$ cat config.mk
export PLATFORM = sky130hd
export DESIGN_NAME = dasf_status
export DESIGN_NICKNAME = d
export VERILOG_FILES = /design/src/dasf_pkg.sv /design/src/dasf_status.sv
export SDC_FILE = /design/constraint.sdc
export NUM_CORES = 1
export LEC_CHECK = 0
export ABC_AREA = 0
export BUFFER_PORTS_ARGS = -buffer_cell sky130_fd_sc_hd__buf_2
export CORE_ASPECT_RATIO = 0.9
export CORE_MARGIN = 2
export CORE_UTILIZATION = 63
export DETAILED_ROUTE_END_ITERATION = 6
export PLACE_DENSITY = 0.86
export SKIP_CTS_REPAIR_TIMING = 1
export SLEW_MARGIN = 20
export SYNTH_ARGS = -nofsm -noshare
export SYNTH_HDL_FRONTEND = slang
export SYNTH_SLANG_ARGS = --single-unit
export TNS_END_PERCENT = 5
$ cat constraint.sdc
create_clock -name clk -period 3.35 [get_ports clk]
set_clock_uncertainty 0.15 [all_clocks]
set_input_delay 0.67 -clock clk [delete_from_list [all_inputs] [get_ports clk]]
set_output_delay 0.67 -clock clk [all_outputs]
set_load 0.02 [all_outputs]
$ cat src/dasf_pkg.sv
// constants and types shared by the dual converter status block
package dasf_pkg;

  // ********************************************************
  // special-function register addresses
  // ********************************************************
  localparam logic [7:0] ADDR_STATUS      = 8'hd8;
  localparam logic [7:0] ADDR_MODE        = 8'hd1;
  localparam logic [7:0] ADDR_PRI_CFG     = 8'hd2;
  localparam logic [7:0] ADDR_AUX_CFG     = 8'hd3;
  localparam logic [7:0] ADDR_SINC        = 8'hd4;
  localparam logic [7:0] ADDR_PRI_RES_LO  = 8'hd9;
  localparam logic [7:0] ADDR_PRI_RES_HI  = 8'hda;
  localparam logic [7:0] ADDR_AUX_RES_LO  = 8'hdb;
  localparam logic [7:0] ADDR_AUX_RES_HI  = 8'hdc;
  localparam logic [7:0] ADDR_PRI_OFS_LO  = 8'he1;
  localparam logic [7:0] ADDR_PRI_OFS_HI  = 8'he2;
  localparam logic [7:0] ADDR_AUX_OFS_LO  = 8'he3;
  localparam logic [7:0] ADDR_AUX_OFS_HI  = 8'he4;
  localparam logic [7:0] ADDR_PRI_GAIN_LO = 8'he9;
  localparam logic [7:0] ADDR_PRI_GAIN_HI = 8'hea;
  localparam logic [7:0] ADDR_AUX_GAIN_LO = 8'heb;
  localparam logic [7:0] ADDR_AUX_GAIN_HI = 8'hec;

  // ********************************************************
  // status register bit positions
  // ********************************************************
  localparam int BIT_PRI_DONE   = 7;
  localparam int BIT_AUX_DONE   = 6;
  localparam int BIT_CAL_DONE   = 5;
  localparam int BIT_MISS_REF   = 4;
  localparam int BIT_PRI_FAULT  = 3;
  localparam int BIT_AUX_FAULT  = 2;

  // ********************************************************
  // mode register fields
  // ********************************************************
  localparam int BIT_PRI_EN     = 5;
  localparam int BIT_AUX_EN     = 4;
  localparam int MODE_LSB       = 0;
  localparam int MODE_W         = 3;
  // external reference select inside each config register
  localparam int BIT_CFG_XREF   = 6;

  typedef enum logic [2:0] {
    MODE_POWER_DOWN = 3'b000,
    MODE_IDLE       = 3'b001,
    MODE_SINGLE     = 3'b010,
    MODE_CONTINUOUS = 3'b011,
    MODE_INT_ZERO   = 3'b100,
    MODE_INT_FULL   = 3'b101,
    MODE_SYS_ZERO   = 3'b110,
    MODE_SYS_FULL   = 3'b111
  } dasf_mode_t;

  // ********************************************************
  // reset values, the all-ones clamp value and the unmapped read byte
  // ********************************************************
  localparam logic [7:0]  RST_STATUS   = 8'h00;
  localparam logic [7:0]  RST_MODE     = 8'h00;
  localparam logic [7:0]  RST_CFG      = 8'h00;
  localparam logic [7:0]  RST_SINC     = 8'h45;
  localparam logic [15:0] RST_RESULT   = 16'h0000;
  localparam logic [15:0] FACTORY_OFS  = 16'h8000;
  localparam logic [15:0] FACTORY_GAIN = 16'h5555;
  localparam logic [15:0] CLAMP_ONES   = 16'hffff;
  localparam logic [7:0]  ZERO_BYTE    = 8'h00;

endpackage : dasf_pkg

$ cat src/dasf_status.sv
// status flags and register file for two sigma-delta converters
// ********************************************************
// How it works
// - primary completion sets status bit 7
// - primary ready cleared by write or by mode start with primary enabled
// - set primary ready blocks result/coefficient writes
// - bit 6 mirrors ready for auxiliary
// - calibration completion on either converter sets bit 5 while its ready bit is clear
// - calibration flag cleared only by mode start
// - bit 4 shows missing reference while active
// - missing external reference forces all-ones results
// - bit 3 set when primary result clamped
// - bit 3 flags calibration fault after calibration
// - mode start with primary enabled clears primary fault flag
// - bit 2 is auxiliary fault flag
// - status bits 1 and 0 reserved
// - status register supports single-bit access
// - result, offset, gain as byte pairs
// - coefficients load factory values at power-up
// - sinc register sets decimation for both
// - single conversion returns mode field to 000
// ********************************************************
`timescale 1ns/1ps

module dasf_status (
  input  wire logic        clk,
  input  wire logic        reset_n,
  // byte access to special-function registers
  input  wire logic [7:0]  sfr_addr,
  input  wire logic        sfr_wr,
  input  wire logic        sfr_rd,
  input  wire logic [7:0]  sfr_wdata,
  output logic      [7:0]  sfr_rdata,
  // single-bit access
  input  wire logic [7:0]  bit_addr,
  input  wire logic        bit_wr,
  input  wire logic        bit_rd,
  input  wire logic        bit_wdata,
  output logic             bit_rdata,
  // primary converter events
  input  wire logic        pri_conv_done,
  input  wire logic        pri_cal_done,
  input  wire logic        pri_clamped,
  input  wire logic        pri_cal_fault,
  input  wire logic [15:0] pri_value,
  // auxiliary converter events
  input  wire logic        aux_conv_done,
  input  wire logic        aux_cal_done,
  input  wire logic        aux_clamped,
  input  wire logic        aux_cal_fault,
  input  wire logic [15:0] aux_value,
  // reference detector, asynchronous pin level
  input  wire logic        reference_input_pins_bad,
  // to the converters
  output logic             pri_enable,
  output logic             aux_enable,
  output logic      [2:0]  mode_select_field,
  output logic      [7:0]  primary_config_reg,
  output logic      [7:0]  auxiliary_config_reg,
  output logic      [7:0]  sinc_decimation_reg
);

  // ********************************************************
  // state
  // ********************************************************
  typedef struct packed {
    logic [2:0]       ref_sync;
    logic             ref_level;
    logic [1:0]       done_flag;
    logic             cal_flag;
    logic             miss_ref;
    logic [1:0]       fault_flag;
    logic [7:0]       mode;
    logic [1:0][7:0]  cfg;
    logic [7:0]       sinc;
    logic [1:0][15:0] result;
    logic [1:0][15:0] offset;
    logic [1:0][15:0] gain;
    logic [7:0]       rdata;
    logic             bdata;
  } dasf_state_t;

  dasf_state_t st_q;
  dasf_state_t st_d;

  logic [1:0]  conv_done;
  logic [1:0]  cal_done;
  logic [1:0]  clamped;
  logic [1:0]  cal_fault;
  logic [1:0][15:0] value;
  logic [7:0]  status_byte;

  assign conv_done = {aux_conv_done, pri_conv_done};
  assign cal_done  = {aux_cal_done, pri_cal_done};
  assign clamped   = {aux_clamped, pri_clamped};
  assign cal_fault = {aux_cal_fault, pri_cal_fault};
  assign value     = {aux_value, pri_value};

  // ********************************************************
  // status byte assembly
  // ********************************************************
  always_comb
  begin
    status_byte                          = dasf_pkg::RST_STATUS;
    status_byte[dasf_pkg::BIT_PRI_DONE]  = st_q.done_flag[0];
    status_byte[dasf_pkg::BIT_AUX_DONE]  = st_q.done_flag[1];
    status_byte[dasf_pkg::BIT_CAL_DONE]  = st_q.cal_flag;
    status_byte[dasf_pkg::BIT_MISS_REF]  = st_q.miss_ref;
    status_byte[dasf_pkg::BIT_PRI_FAULT] = st_q.fault_flag[0];
    status_byte[dasf_pkg::BIT_AUX_FAULT] = st_q.fault_flag[1];
    // bits 1 and 0 stay zero
  end

  // ********************************************************
  // next state
  // ********************************************************
  always_comb
  begin
    logic        mode_start;
    logic [2:0]  new_mode;
    logic [1:0]  en_now;
    logic [1:0]  en_new;
    logic [1:0]  sw_clr_done;
    logic [1:0]  sw_set_done;
    logic [1:0]  set_done;
    logic [1:0]  set_fault;
    logic        set_cal;
    logic        is_cal;
    logic        to_gain;
    logic        single_end;
    logic [15:0] res_val;
    int          c;

    mode_start  = 1'b0;
    new_mode    = 3'b000;
    en_now      = 2'b00;
    en_new      = 2'b00;
    sw_clr_done = 2'b00;
    sw_set_done = 2'b00;
    set_done    = 2'b00;
    set_fault   = 2'b00;
    set_cal     = 1'b0;
    is_cal      = 1'b0;
    to_gain     = 1'b0;
    single_end  = 1'b0;
    res_val     = dasf_pkg::RST_RESULT;
    c           = 0;
    st_d        = st_q;

    // three-stage synchroniser, second and third must agree
    st_d.ref_sync = {st_q.ref_sync[1:0], reference_input_pins_bad};
    if (st_q.ref_sync[1] == st_q.ref_sync[2])
    begin
      st_d.ref_level = st_q.ref_sync[2];
    end

    en_now = {st_q.mode[dasf_pkg::BIT_AUX_EN],
              st_q.mode[dasf_pkg::BIT_PRI_EN]};
    // flag only meaningful while a converter is running
    st_d.miss_ref = st_q.ref_level && (en_now != 2'b00);

    is_cal  = st_q.mode[2];
    // zero-scale modes produce offset, full-scale modes gain
    to_gain = st_q.mode[0];

    // ------- register writes -------
    if (sfr_wr)
    begin
      unique case (sfr_addr)
        dasf_pkg::ADDR_STATUS:
        begin
          // only the ready bits are software-writable
          sw_clr_done[0] = !sfr_wdata[dasf_pkg::BIT_PRI_DONE];
          sw_clr_done[1] = !sfr_wdata[dasf_pkg::BIT_AUX_DONE];
          sw_set_done[0] = sfr_wdata[dasf_pkg::BIT_PRI_DONE];
          sw_set_done[1] = sfr_wdata[dasf_pkg::BIT_AUX_DONE];
        end
        dasf_pkg::ADDR_MODE:
        begin
          st_d.mode  = sfr_wdata;
          new_mode   = sfr_wdata[dasf_pkg::MODE_LSB +: dasf_pkg::MODE_W];
          en_new     = {sfr_wdata[dasf_pkg::BIT_AUX_EN],
                        sfr_wdata[dasf_pkg::BIT_PRI_EN]};
          // power-down and idle start nothing
          mode_start = (new_mode != dasf_pkg::MODE_POWER_DOWN) &&
                       (new_mode != dasf_pkg::MODE_IDLE);
        end
        dasf_pkg::ADDR_PRI_CFG:     st_d.cfg[0] = sfr_wdata;
        dasf_pkg::ADDR_AUX_CFG:     st_d.cfg[1] = sfr_wdata;
        dasf_pkg::ADDR_SINC:        st_d.sinc   = sfr_wdata;
        dasf_pkg::ADDR_PRI_RES_LO:  st_d.result[0][7:0]  = sfr_wdata;
        dasf_pkg::ADDR_PRI_RES_HI:  st_d.result[0][15:8] = sfr_wdata;
        dasf_pkg::ADDR_AUX_RES_LO:  st_d.result[1][7:0]  = sfr_wdata;
        dasf_pkg::ADDR_AUX_RES_HI:  st_d.result[1][15:8] = sfr_wdata;
        dasf_pkg::ADDR_PRI_OFS_LO:  st_d.offset[0][7:0]  = sfr_wdata;
        dasf_pkg::ADDR_PRI_OFS_HI:  st_d.offset[0][15:8] = sfr_wdata;
        dasf_pkg::ADDR_AUX_OFS_LO:  st_d.offset[1][7:0]  = sfr_wdata;
        dasf_pkg::ADDR_AUX_OFS_HI:  st_d.offset[1][15:8] = sfr_wdata;
        dasf_pkg::ADDR_PRI_GAIN_LO: st_d.gain[0][7:0]    = sfr_wdata;
        dasf_pkg::ADDR_PRI_GAIN_HI: st_d.gain[0][15:8]   = sfr_wdata;
        dasf_pkg::ADDR_AUX_GAIN_LO: st_d.gain[1][7:0]    = sfr_wdata;
        dasf_pkg::ADDR_AUX_GAIN_HI: st_d.gain[1][15:8]   = sfr_wdata;
        default: ;
      endcase
    end

    // single-bit writes into the status register
    if (bit_wr && (bit_addr[7:3] == dasf_pkg::ADDR_STATUS[7:3]))
    begin
      if (bit_addr[2:0] == 3'(dasf_pkg::BIT_PRI_DONE))
      begin
        sw_clr_done[0] = !bit_wdata;
        sw_set_done[0] = bit_wdata;
      end
      if (bit_addr[2:0] == 3'(dasf_pkg::BIT_AUX_DONE))
      begin
        sw_clr_done[1] = !bit_wdata;
        sw_set_done[1] = bit_wdata;
      end
    end

    // ------- converter completion events -------
    for (c = 0; c < 2; c++)
    begin
      // an unread result blocks everything from this converter
      if (!st_q.done_flag[c])
      begin
        if (conv_done[c])
        begin
          set_done[c] = 1'b1;
          res_val     = value[c];
          if (st_q.miss_ref && st_q.cfg[c][dasf_pkg::BIT_CFG_XREF])
          begin
            res_val = dasf_pkg::CLAMP_ONES;
          end
          st_d.result[c] = res_val;
          if (clamped[c] || (res_val == dasf_pkg::CLAMP_ONES) ||
              (res_val == dasf_pkg::RST_RESULT))
          begin
            set_fault[c] = 1'b1;
          end
        end
        else if (cal_done[c])
        begin
          set_done[c] = 1'b1;
          set_cal     = 1'b1;
          if (cal_fault[c])
          begin
            set_fault[c] = 1'b1;
          end
          else if (to_gain)
          begin
            st_d.gain[c] = value[c];
          end
          else
          begin
            st_d.offset[c] = value[c];
          end
        end
      end
    end

    // single conversion falls back to power-down when done
    if (((set_done[0] && en_now[0]) || (set_done[1] && en_now[1])) &&
        (st_q.mode[dasf_pkg::MODE_LSB +: dasf_pkg::MODE_W] ==
         dasf_pkg::MODE_SINGLE) && !is_cal)
    begin
      single_end = 1'b1;
    end
    if (single_end && !(sfr_wr && (sfr_addr == dasf_pkg::ADDR_MODE)))
    begin
      st_d.mode[dasf_pkg::MODE_LSB +: dasf_pkg::MODE_W] =
        dasf_pkg::MODE_POWER_DOWN;
    end

    // ------- flag update, set wins over any clear -------
    for (c = 0; c < 2; c++)
    begin
      if (set_done[c] || sw_set_done[c])
      begin
        st_d.done_flag[c] = 1'b1;
      end
      else if (sw_clr_done[c] || (mode_start && en_new[c]))
      begin
        st_d.done_flag[c] = 1'b0;
      end
      if (set_fault[c])
      begin
        st_d.fault_flag[c] = 1'b1;
      end
      else if (mode_start && en_new[c])
      begin
        st_d.fault_flag[c] = 1'b0;
      end
    end
    if (set_cal)
    begin
      st_d.cal_flag = 1'b1;
    end
    else if (mode_start)
    begin
      st_d.cal_flag = 1'b0;
    end

    // ------- read data, registered one cycle later -------
    if (sfr_rd)
    begin
      unique case (sfr_addr)
        dasf_pkg::ADDR_STATUS:      st_d.rdata = status_byte;
        dasf_pkg::ADDR_MODE:        st_d.rdata = st_q.mode;
        dasf_pkg::ADDR_PRI_CFG:     st_d.rdata = st_q.cfg[0];
        dasf_pkg::ADDR_AUX_CFG:     st_d.rdata = st_q.cfg[1];
        dasf_pkg::ADDR_SINC:        st_d.rdata = st_q.sinc;
        dasf_pkg::ADDR_PRI_RES_LO:  st_d.rdata = st_q.result[0][7:0];
        dasf_pkg::ADDR_PRI_RES_HI:  st_d.rdata = st_q.result[0][15:8];
        dasf_pkg::ADDR_AUX_RES_LO:  st_d.rdata = st_q.result[1][7:0];
        dasf_pkg::ADDR_AUX_RES_HI:  st_d.rdata = st_q.result[1][15:8];
        dasf_pkg::ADDR_PRI_OFS_LO:  st_d.rdata = st_q.offset[0][7:0];
        dasf_pkg::ADDR_PRI_OFS_HI:  st_d.rdata = st_q.offset[0][15:8];
        dasf_pkg::ADDR_AUX_OFS_LO:  st_d.rdata = st_q.offset[1][7:0];
        dasf_pkg::ADDR_AUX_OFS_HI:  st_d.rdata = st_q.offset[1][15:8];
        dasf_pkg::ADDR_PRI_GAIN_LO: st_d.rdata = st_q.gain[0][7:0];
        dasf_pkg::ADDR_PRI_GAIN_HI: st_d.rdata = st_q.gain[0][15:8];
        dasf_pkg::ADDR_AUX_GAIN_LO: st_d.rdata = st_q.gain[1][7:0];
        dasf_pkg::ADDR_AUX_GAIN_HI: st_d.rdata = st_q.gain[1][15:8];
        default:                    st_d.rdata = dasf_pkg::ZERO_BYTE;
      endcase
    end
    if (bit_rd)
    begin
      st_d.bdata = (bit_addr[7:3] == dasf_pkg::ADDR_STATUS[7:3]) &&
                   status_byte[bit_addr[2:0]];
    end
  end

  // ********************************************************
  // state register
  // ********************************************************
  always_ff @(posedge clk)
  begin
    if (!reset_n)
    begin
      st_q            <= '0;
      st_q.mode       <= dasf_pkg::RST_MODE;
      st_q.cfg        <= {dasf_pkg::RST_CFG, dasf_pkg::RST_CFG};
      st_q.sinc       <= dasf_pkg::RST_SINC;
      st_q.result     <= {dasf_pkg::RST_RESULT, dasf_pkg::RST_RESULT};
      // factory trim values restored at power-up
      st_q.offset     <= {dasf_pkg::FACTORY_OFS, dasf_pkg::FACTORY_OFS};
      st_q.gain       <= {dasf_pkg::FACTORY_GAIN,
                          dasf_pkg::FACTORY_GAIN};
    end
    else
    begin
      st_q <= st_d;
    end
  end

  // ********************************************************
  // outputs
  // ********************************************************
  assign sfr_rdata            = st_q.rdata;
  assign bit_rdata            = st_q.bdata;
  assign pri_enable           = st_q.mode[dasf_pkg::BIT_PRI_EN];
  assign aux_enable           = st_q.mode[dasf_pkg::BIT_AUX_EN];
  assign mode_select_field    =
    st_q.mode[dasf_pkg::MODE_LSB +: dasf_pkg::MODE_W];
  assign primary_config_reg   = st_q.cfg[0];
  assign auxiliary_config_reg = st_q.cfg[1];
  assign sinc_decimation_reg  = st_q.sinc;

endmodule : dasf_status

* After elaboration in Yosys (flattened, before gate mapping) *
Cells that the tools add are included.

word-level totals
  flip-flop bits (word level) = 147
  bits in latches = 0
  RAM bits = 0
  memory bits (read-only) = 0
  input port bits = 72
  output and inout bits = 38
  word-level logic and storage cells = 182
  memories kept = 0

cells by class
  add/subtract/negate cells = 0
  multipliers = 0
  divide/modulo/power cells = 0
  $lt $le $gt $ge = 1
  eq/ne operators = 25
  shifts and indexed selects = 0
  multiplexer cells = 92
  bitwise operators = 1
  reductions and logical operators = 42

operators by type and width
  cell                  count
  $mux 16               30
  $eq 8x8->1 const B    17
  $pmux 8 s17           1
  $mux 8                12
  $mux 96               1
  $mux 1                39
  $eq 16x16->1 const B  2
  $logic_not 16->1      2
  $mux 2                8
  $logic_and 1x1->1     14
  $reduce_bool 2->1     6
  $logic_or 1x1->1      9
  $reduce_and 2->1      4
  $eq 3x3->1 const B    2
  $eq 5x5->1 const B    1
  $logic_not 1->1       5
  $lt 3x4->1 const B    1
  $bmux 1 s3            1
  $eq 3x2->1 const B    1
  $ne 3x1->1 const B    1
  $reduce_bool 3->1     1
  $reduce_or 2->1       1
  $eq 1x1->1            1
  $not 1->1             1

* Logic depth before layout (Yosys ltp) *
  depth in word-level cells = 11
  depth in mapped cells = 9

* Least setup slack after synthesis *
OpenSTA, ideal clock, no wires.

  path kind = input to register
  from = in sfr_addr[0]
  to = reg st_q[72] (netlist name)
  setup time = 0.129 ns
  data arrival time = 2.103 ns
  slack = 0.968 ns
  stages = 7
  path through = buf_2 > nor2_2 > nand3_1 > nor3_4 > mux2_2 > mux2i_1 > nand2_1

between the ends
  cells in the longest elaborated chain, start to end = 8

ends and longest elaborated chain
  item                  RTL line            source
  from (decl)           dasf_status.sv:29   input wire logic [7:0] sfr_addr,
  $eq 8x8->1 *          dasf_status.sv:169  unique case (sfr_addr)
  $mux 8 *              dasf_status.sv:169
  $mux 96 *             dasf_status.sv:167  if (sfr_wr)
  $mux 16               dasf_status.sv:251  else if (to_gain)
  $mux 16               dasf_status.sv:247  if (cal_fault[c])
  $mux 16               dasf_status.sv:243  else if (cal_done[c])
  $mux 16               dasf_status.sv:228  if (conv_done[c])
  $mux 16 *             dasf_status.sv:226  if (!st_q.done_flag[c])
  to (signal assigned)  dasf_status.sv:355  st_q <= st_d;
  to (decl)             dasf_status.sv:83   dasf_state_t st_q;

Every way passes the cells marked *; elsewhere a longest branch is shown, timed or not.
A chain may end at the register's enable or synchronous reset.

* Final worst setup path *
  from = in sfr_addr[1]
  to = reg st_q[141] (netlist name)

between the ends
  cells in the longest elaborated chain, start to end = 7
  elaborated cells between the ends (all ways) = 19

ends and longest elaborated chain
  item                                                RTL line                                source
  $eq 8x8->1                                          dasf_status.sv:169
  $mux 2                                              dasf_status.sv:169
  $mux 2                                              dasf_status.sv:167
  $mux 1                                              dasf_status.sv:210                      if (bit_addr[2:0] == 3'(dasf_pkg::BIT_PRI_DONE))
  $mux 2                                              dasf_status.sv:208                      if (bit_wr && (bit_addr[7:3] == dasf_pkg::ADDR_STATUS[7:3]))
  $logic_or 1x1->1 (on tied branches)                 dasf_status.sv:279, dasf_status.sv:283
  $mux 1 / $reduce_bool 2->1 (equally long branches)  --

Parallel ways exist; a longest one is shown, timed or not.

==> reports/qor.yml <==
wl_per_cell_um: 24.0
avgSynthCellArea_um2: 8.32
fin_cells: 1205
cts_made_buffers: 17
slew_viol_final: 0
synth_edf_count: 0
regMostFlops: "st_q"
antenna_found_initial: 0
ys_seq_area_frac: 0.360
synthArstFlopShare: 0
synth.largest_area_cell: "dfxtp_1"
area.sequential_um2: 2940
max_cap_viol_count: 0
cts_tree: "built"
status: "finished clean"
cts-root-buf: "clkbuf_16"
yosys.area.top_type_share: 0.360
diodes: 0
cp_max_fo: 24
min_period_ns: 2.63
crit_type: "input pin to register"
min_to: "st_d[145]"
min_path_cells: 2
rows: 39
place.detailed.hpwl_um: 20000
hold_start: "reference_input_pins_bad"
fp.dieArea_um2: 13900
grt_pass1_wl_um: 43500
cts.clk_slew.worst_paths_ns: 0.06
drive_gt1_frac: 0.195
ctsHtreeMaxLevel: 4
hold_viol: 0
ys.warnings.count: 0
grt_overflow: 0
syn2layout_area_growth_pct: 12.3
clkSinkCount: 147
p_per_area_nw_per_um2: 456
finalSetupTns_ns: 0
io_pins: 110
routabilityCongestion: 1.15
multi_input_area_um2: 4590
finalWirelength_um: 28900
grtUsageMet2: 0.583
hp-class: "input pin to register"
core_um2: 12700
max_slew.worst_pin.slew_ns: 0.839
max-vdd-ir-drop_v: 0.000445
r2r_setup_slack_ns: 1.27
critPathRequiredTime_ns: 3.47
yosys_register_bits: 147
end_kind: "register"
fillers: 965
worstReg2RegEnd: "st_q[62]"
ys.flop_type: "dfxtp_1"
clock_path_buffers: 2
synth.area.top_cells: "dfxtp_1 (36%), mux2i_1 (14%), nand2_1 (5.8%), a21oi_1 (4.1%), nor2_1 (3.6%)"
synthesis.nets: 1054
initial_core_util: 0.644
drt-vias-per-instance: 6.91
netlist_area_um2: 8170
largest_reg_flops: 107
grtUsageMet3: 0.144
grt_pass1_vias: 7595
final_nets: 1101
met1_usage: 0.579
ys_types: 66
port_buffers: 109
first_pass_iters: 7
first_iter_violations: 1333
dpl.cell_count: 1174
setup_violations: 0
finalCritPeriodShare: 0.784
die_h_um: 112
grt-busiest-layer: "met2"
rsz0062_at_grt: "false"
r2r-start: "st_q[142]"
num_vias: 8326
drc: 0
rr_worst_depth: 5
relSlewSlack: 0.437
die_x_um: 124
cp-start-kind: "input pin"
insertion_delay_ns: 0.43
track_usage: 0.417
worstPathArrival_ns: 2.75
p_leak_nw: 3.80
ant_nets: 0
syn_inst: 982
max_freq_mhz: 381
grt_start_max_net_pins: 66
-- cell usage in the layout, fill, tap and decap left out, types with 3 or more instances in the layout --
cell type and instances:
nand3b_1 5, a31oi_1 6, a21boi_0 4, o22ai_1 7, or3_1 5, and2_1 6, nor3_2 3, a22oi_1 19
mux2_2 3, nor2b_1 9, inv_1 5, nand2b_1 10, buf_2 109, clkbuf_8 3, buf_4 35, o211a_1 8
a211oi_1 35, mux2_1 4, o211ai_1 9, clkinvlp_4 3, nand3_1 34, nor2_1 79, clkinv_2 5, nor4_4 4
a221oi_1 8, nand4_1 10, a22o_1 5, dfxtp_1 147, clkbuf_16 17, a32oi_1 6, o21ai_0 57, o31ai_1 4
a21oi_1 67, mux2i_1 113, nor4_1 11, nand3_2 3, a311oi_1 11, o21ai_1 4, nor3_1 4, nand2_1 126
-- logic make-up after synthesis --
family          count (synthesis)  share of synthesized area
buf+inv                       124                     0.0784
mux                           122                      0.153
simple gates                  330                      0.203
flops                         147                      0.360
compound gates                259                      0.205
-- how the worst max path moves through the flow --
stage / from / end / depth (start not counted)
2_1_floorplan: sfr_addr[0] / st_q[72] / 7
3_3_place_gp: sfr_addr[1] / st_q[141] / 7
3_5_place_dp: sfr_addr[0] / st_q[21] / 8
4_1_cts: sfr_addr[1] / st_q[141] / 7
5_1_grt: sfr_addr[1] / st_q[141] / 7
6_report: sfr_addr[1] / st_q[141] / 7
-- synthesized netlist by cell type (5+ instances only) --
master,number
dfxtp_1,147
nand3_1,34
mux2i_1,113
a211oi_1,35
a32oi_1,6
inv_1,6
a311oi_1,11
nor4_1,11
a221oi_1,8
buf_2,22
nor2b_1,9
or3_1,5
o21ai_0,57
nand2_1,126
a22oi_1,19
a22o_1,5
nand2b_1,10
o211a_1,8
nor2_1,79
a21oi_1,67
and2_1,6
clkbuf_1,53
nand4_1,10
o22ai_1,7
buf_4,37
nor3_1,5
nand3b_1,5
a31oi_1,6
o211ai_1,9
-- per-stage QoR --
| step | setup WS (ns) | cell area (um2) | util | hold slack, ns | total power (W) |
|---|---|---|---|---|---|
| 3_3_place_gp | 0.445 | 8590 | 0.677 | 0.264 | 0.00231 |
| 4_1_cts | 0.881 | 9170 | 0.723 | 0.286 | 0.00415 |
| 2_1_floorplan | 0.968 | 8170 | - | 0.262 | 0.00212 |
| 5_1_grt | 0.707 | 9170 | 0.723 | 0.298 | 0.00430 |
| 3_5_place_dp | 0.493 | 8590 | 0.677 | 0.299 | 0.00231 |
| 6_report | 0.724 | 9170 | 0.723 | 0.290 | 0.00419 |
-- power by group --
part / switching, W / internal (W) / total, W / leakage (nW)
Clock: 0.000740 / 0.00114 / 0.00188 / 0.281
Sequential: 0.0000503 / 0.00181 / 0.00186 / 1.20
Combinational: 0.000299 / 0.000146 / 0.000445 / 2.32
-- critical path, cell delays in order --
cell,delay (ns)
buf_2,0.26
nand3b_1,0.33
nor4_1,0.56
buf_4,0.29
o211ai_1,0.13
a311oi_1,0.38
a311oi_1,0.11
-- routing by layer --
layer	wire length [um]	vias to the layer above
met5	0	-
met4	1440	0
met3	4490	137
met2	12000	732
met1	10900	3829
li1	-	3628
-- cell type report --
class / instances / area share
Clock inverter: 10 / 0.0117
Clock buffer: 21 / 0.0513
Timing Repair Buffer: 145 / 0.0903
Multi-Input combinational cell: 711 / 0.500
Inverter: 7 / 0.00287
Sequential cell: 147 / 0.321
Tap cell: 164 / 0.0224
No activity file was read; power rests on OpenSTA's default activity.
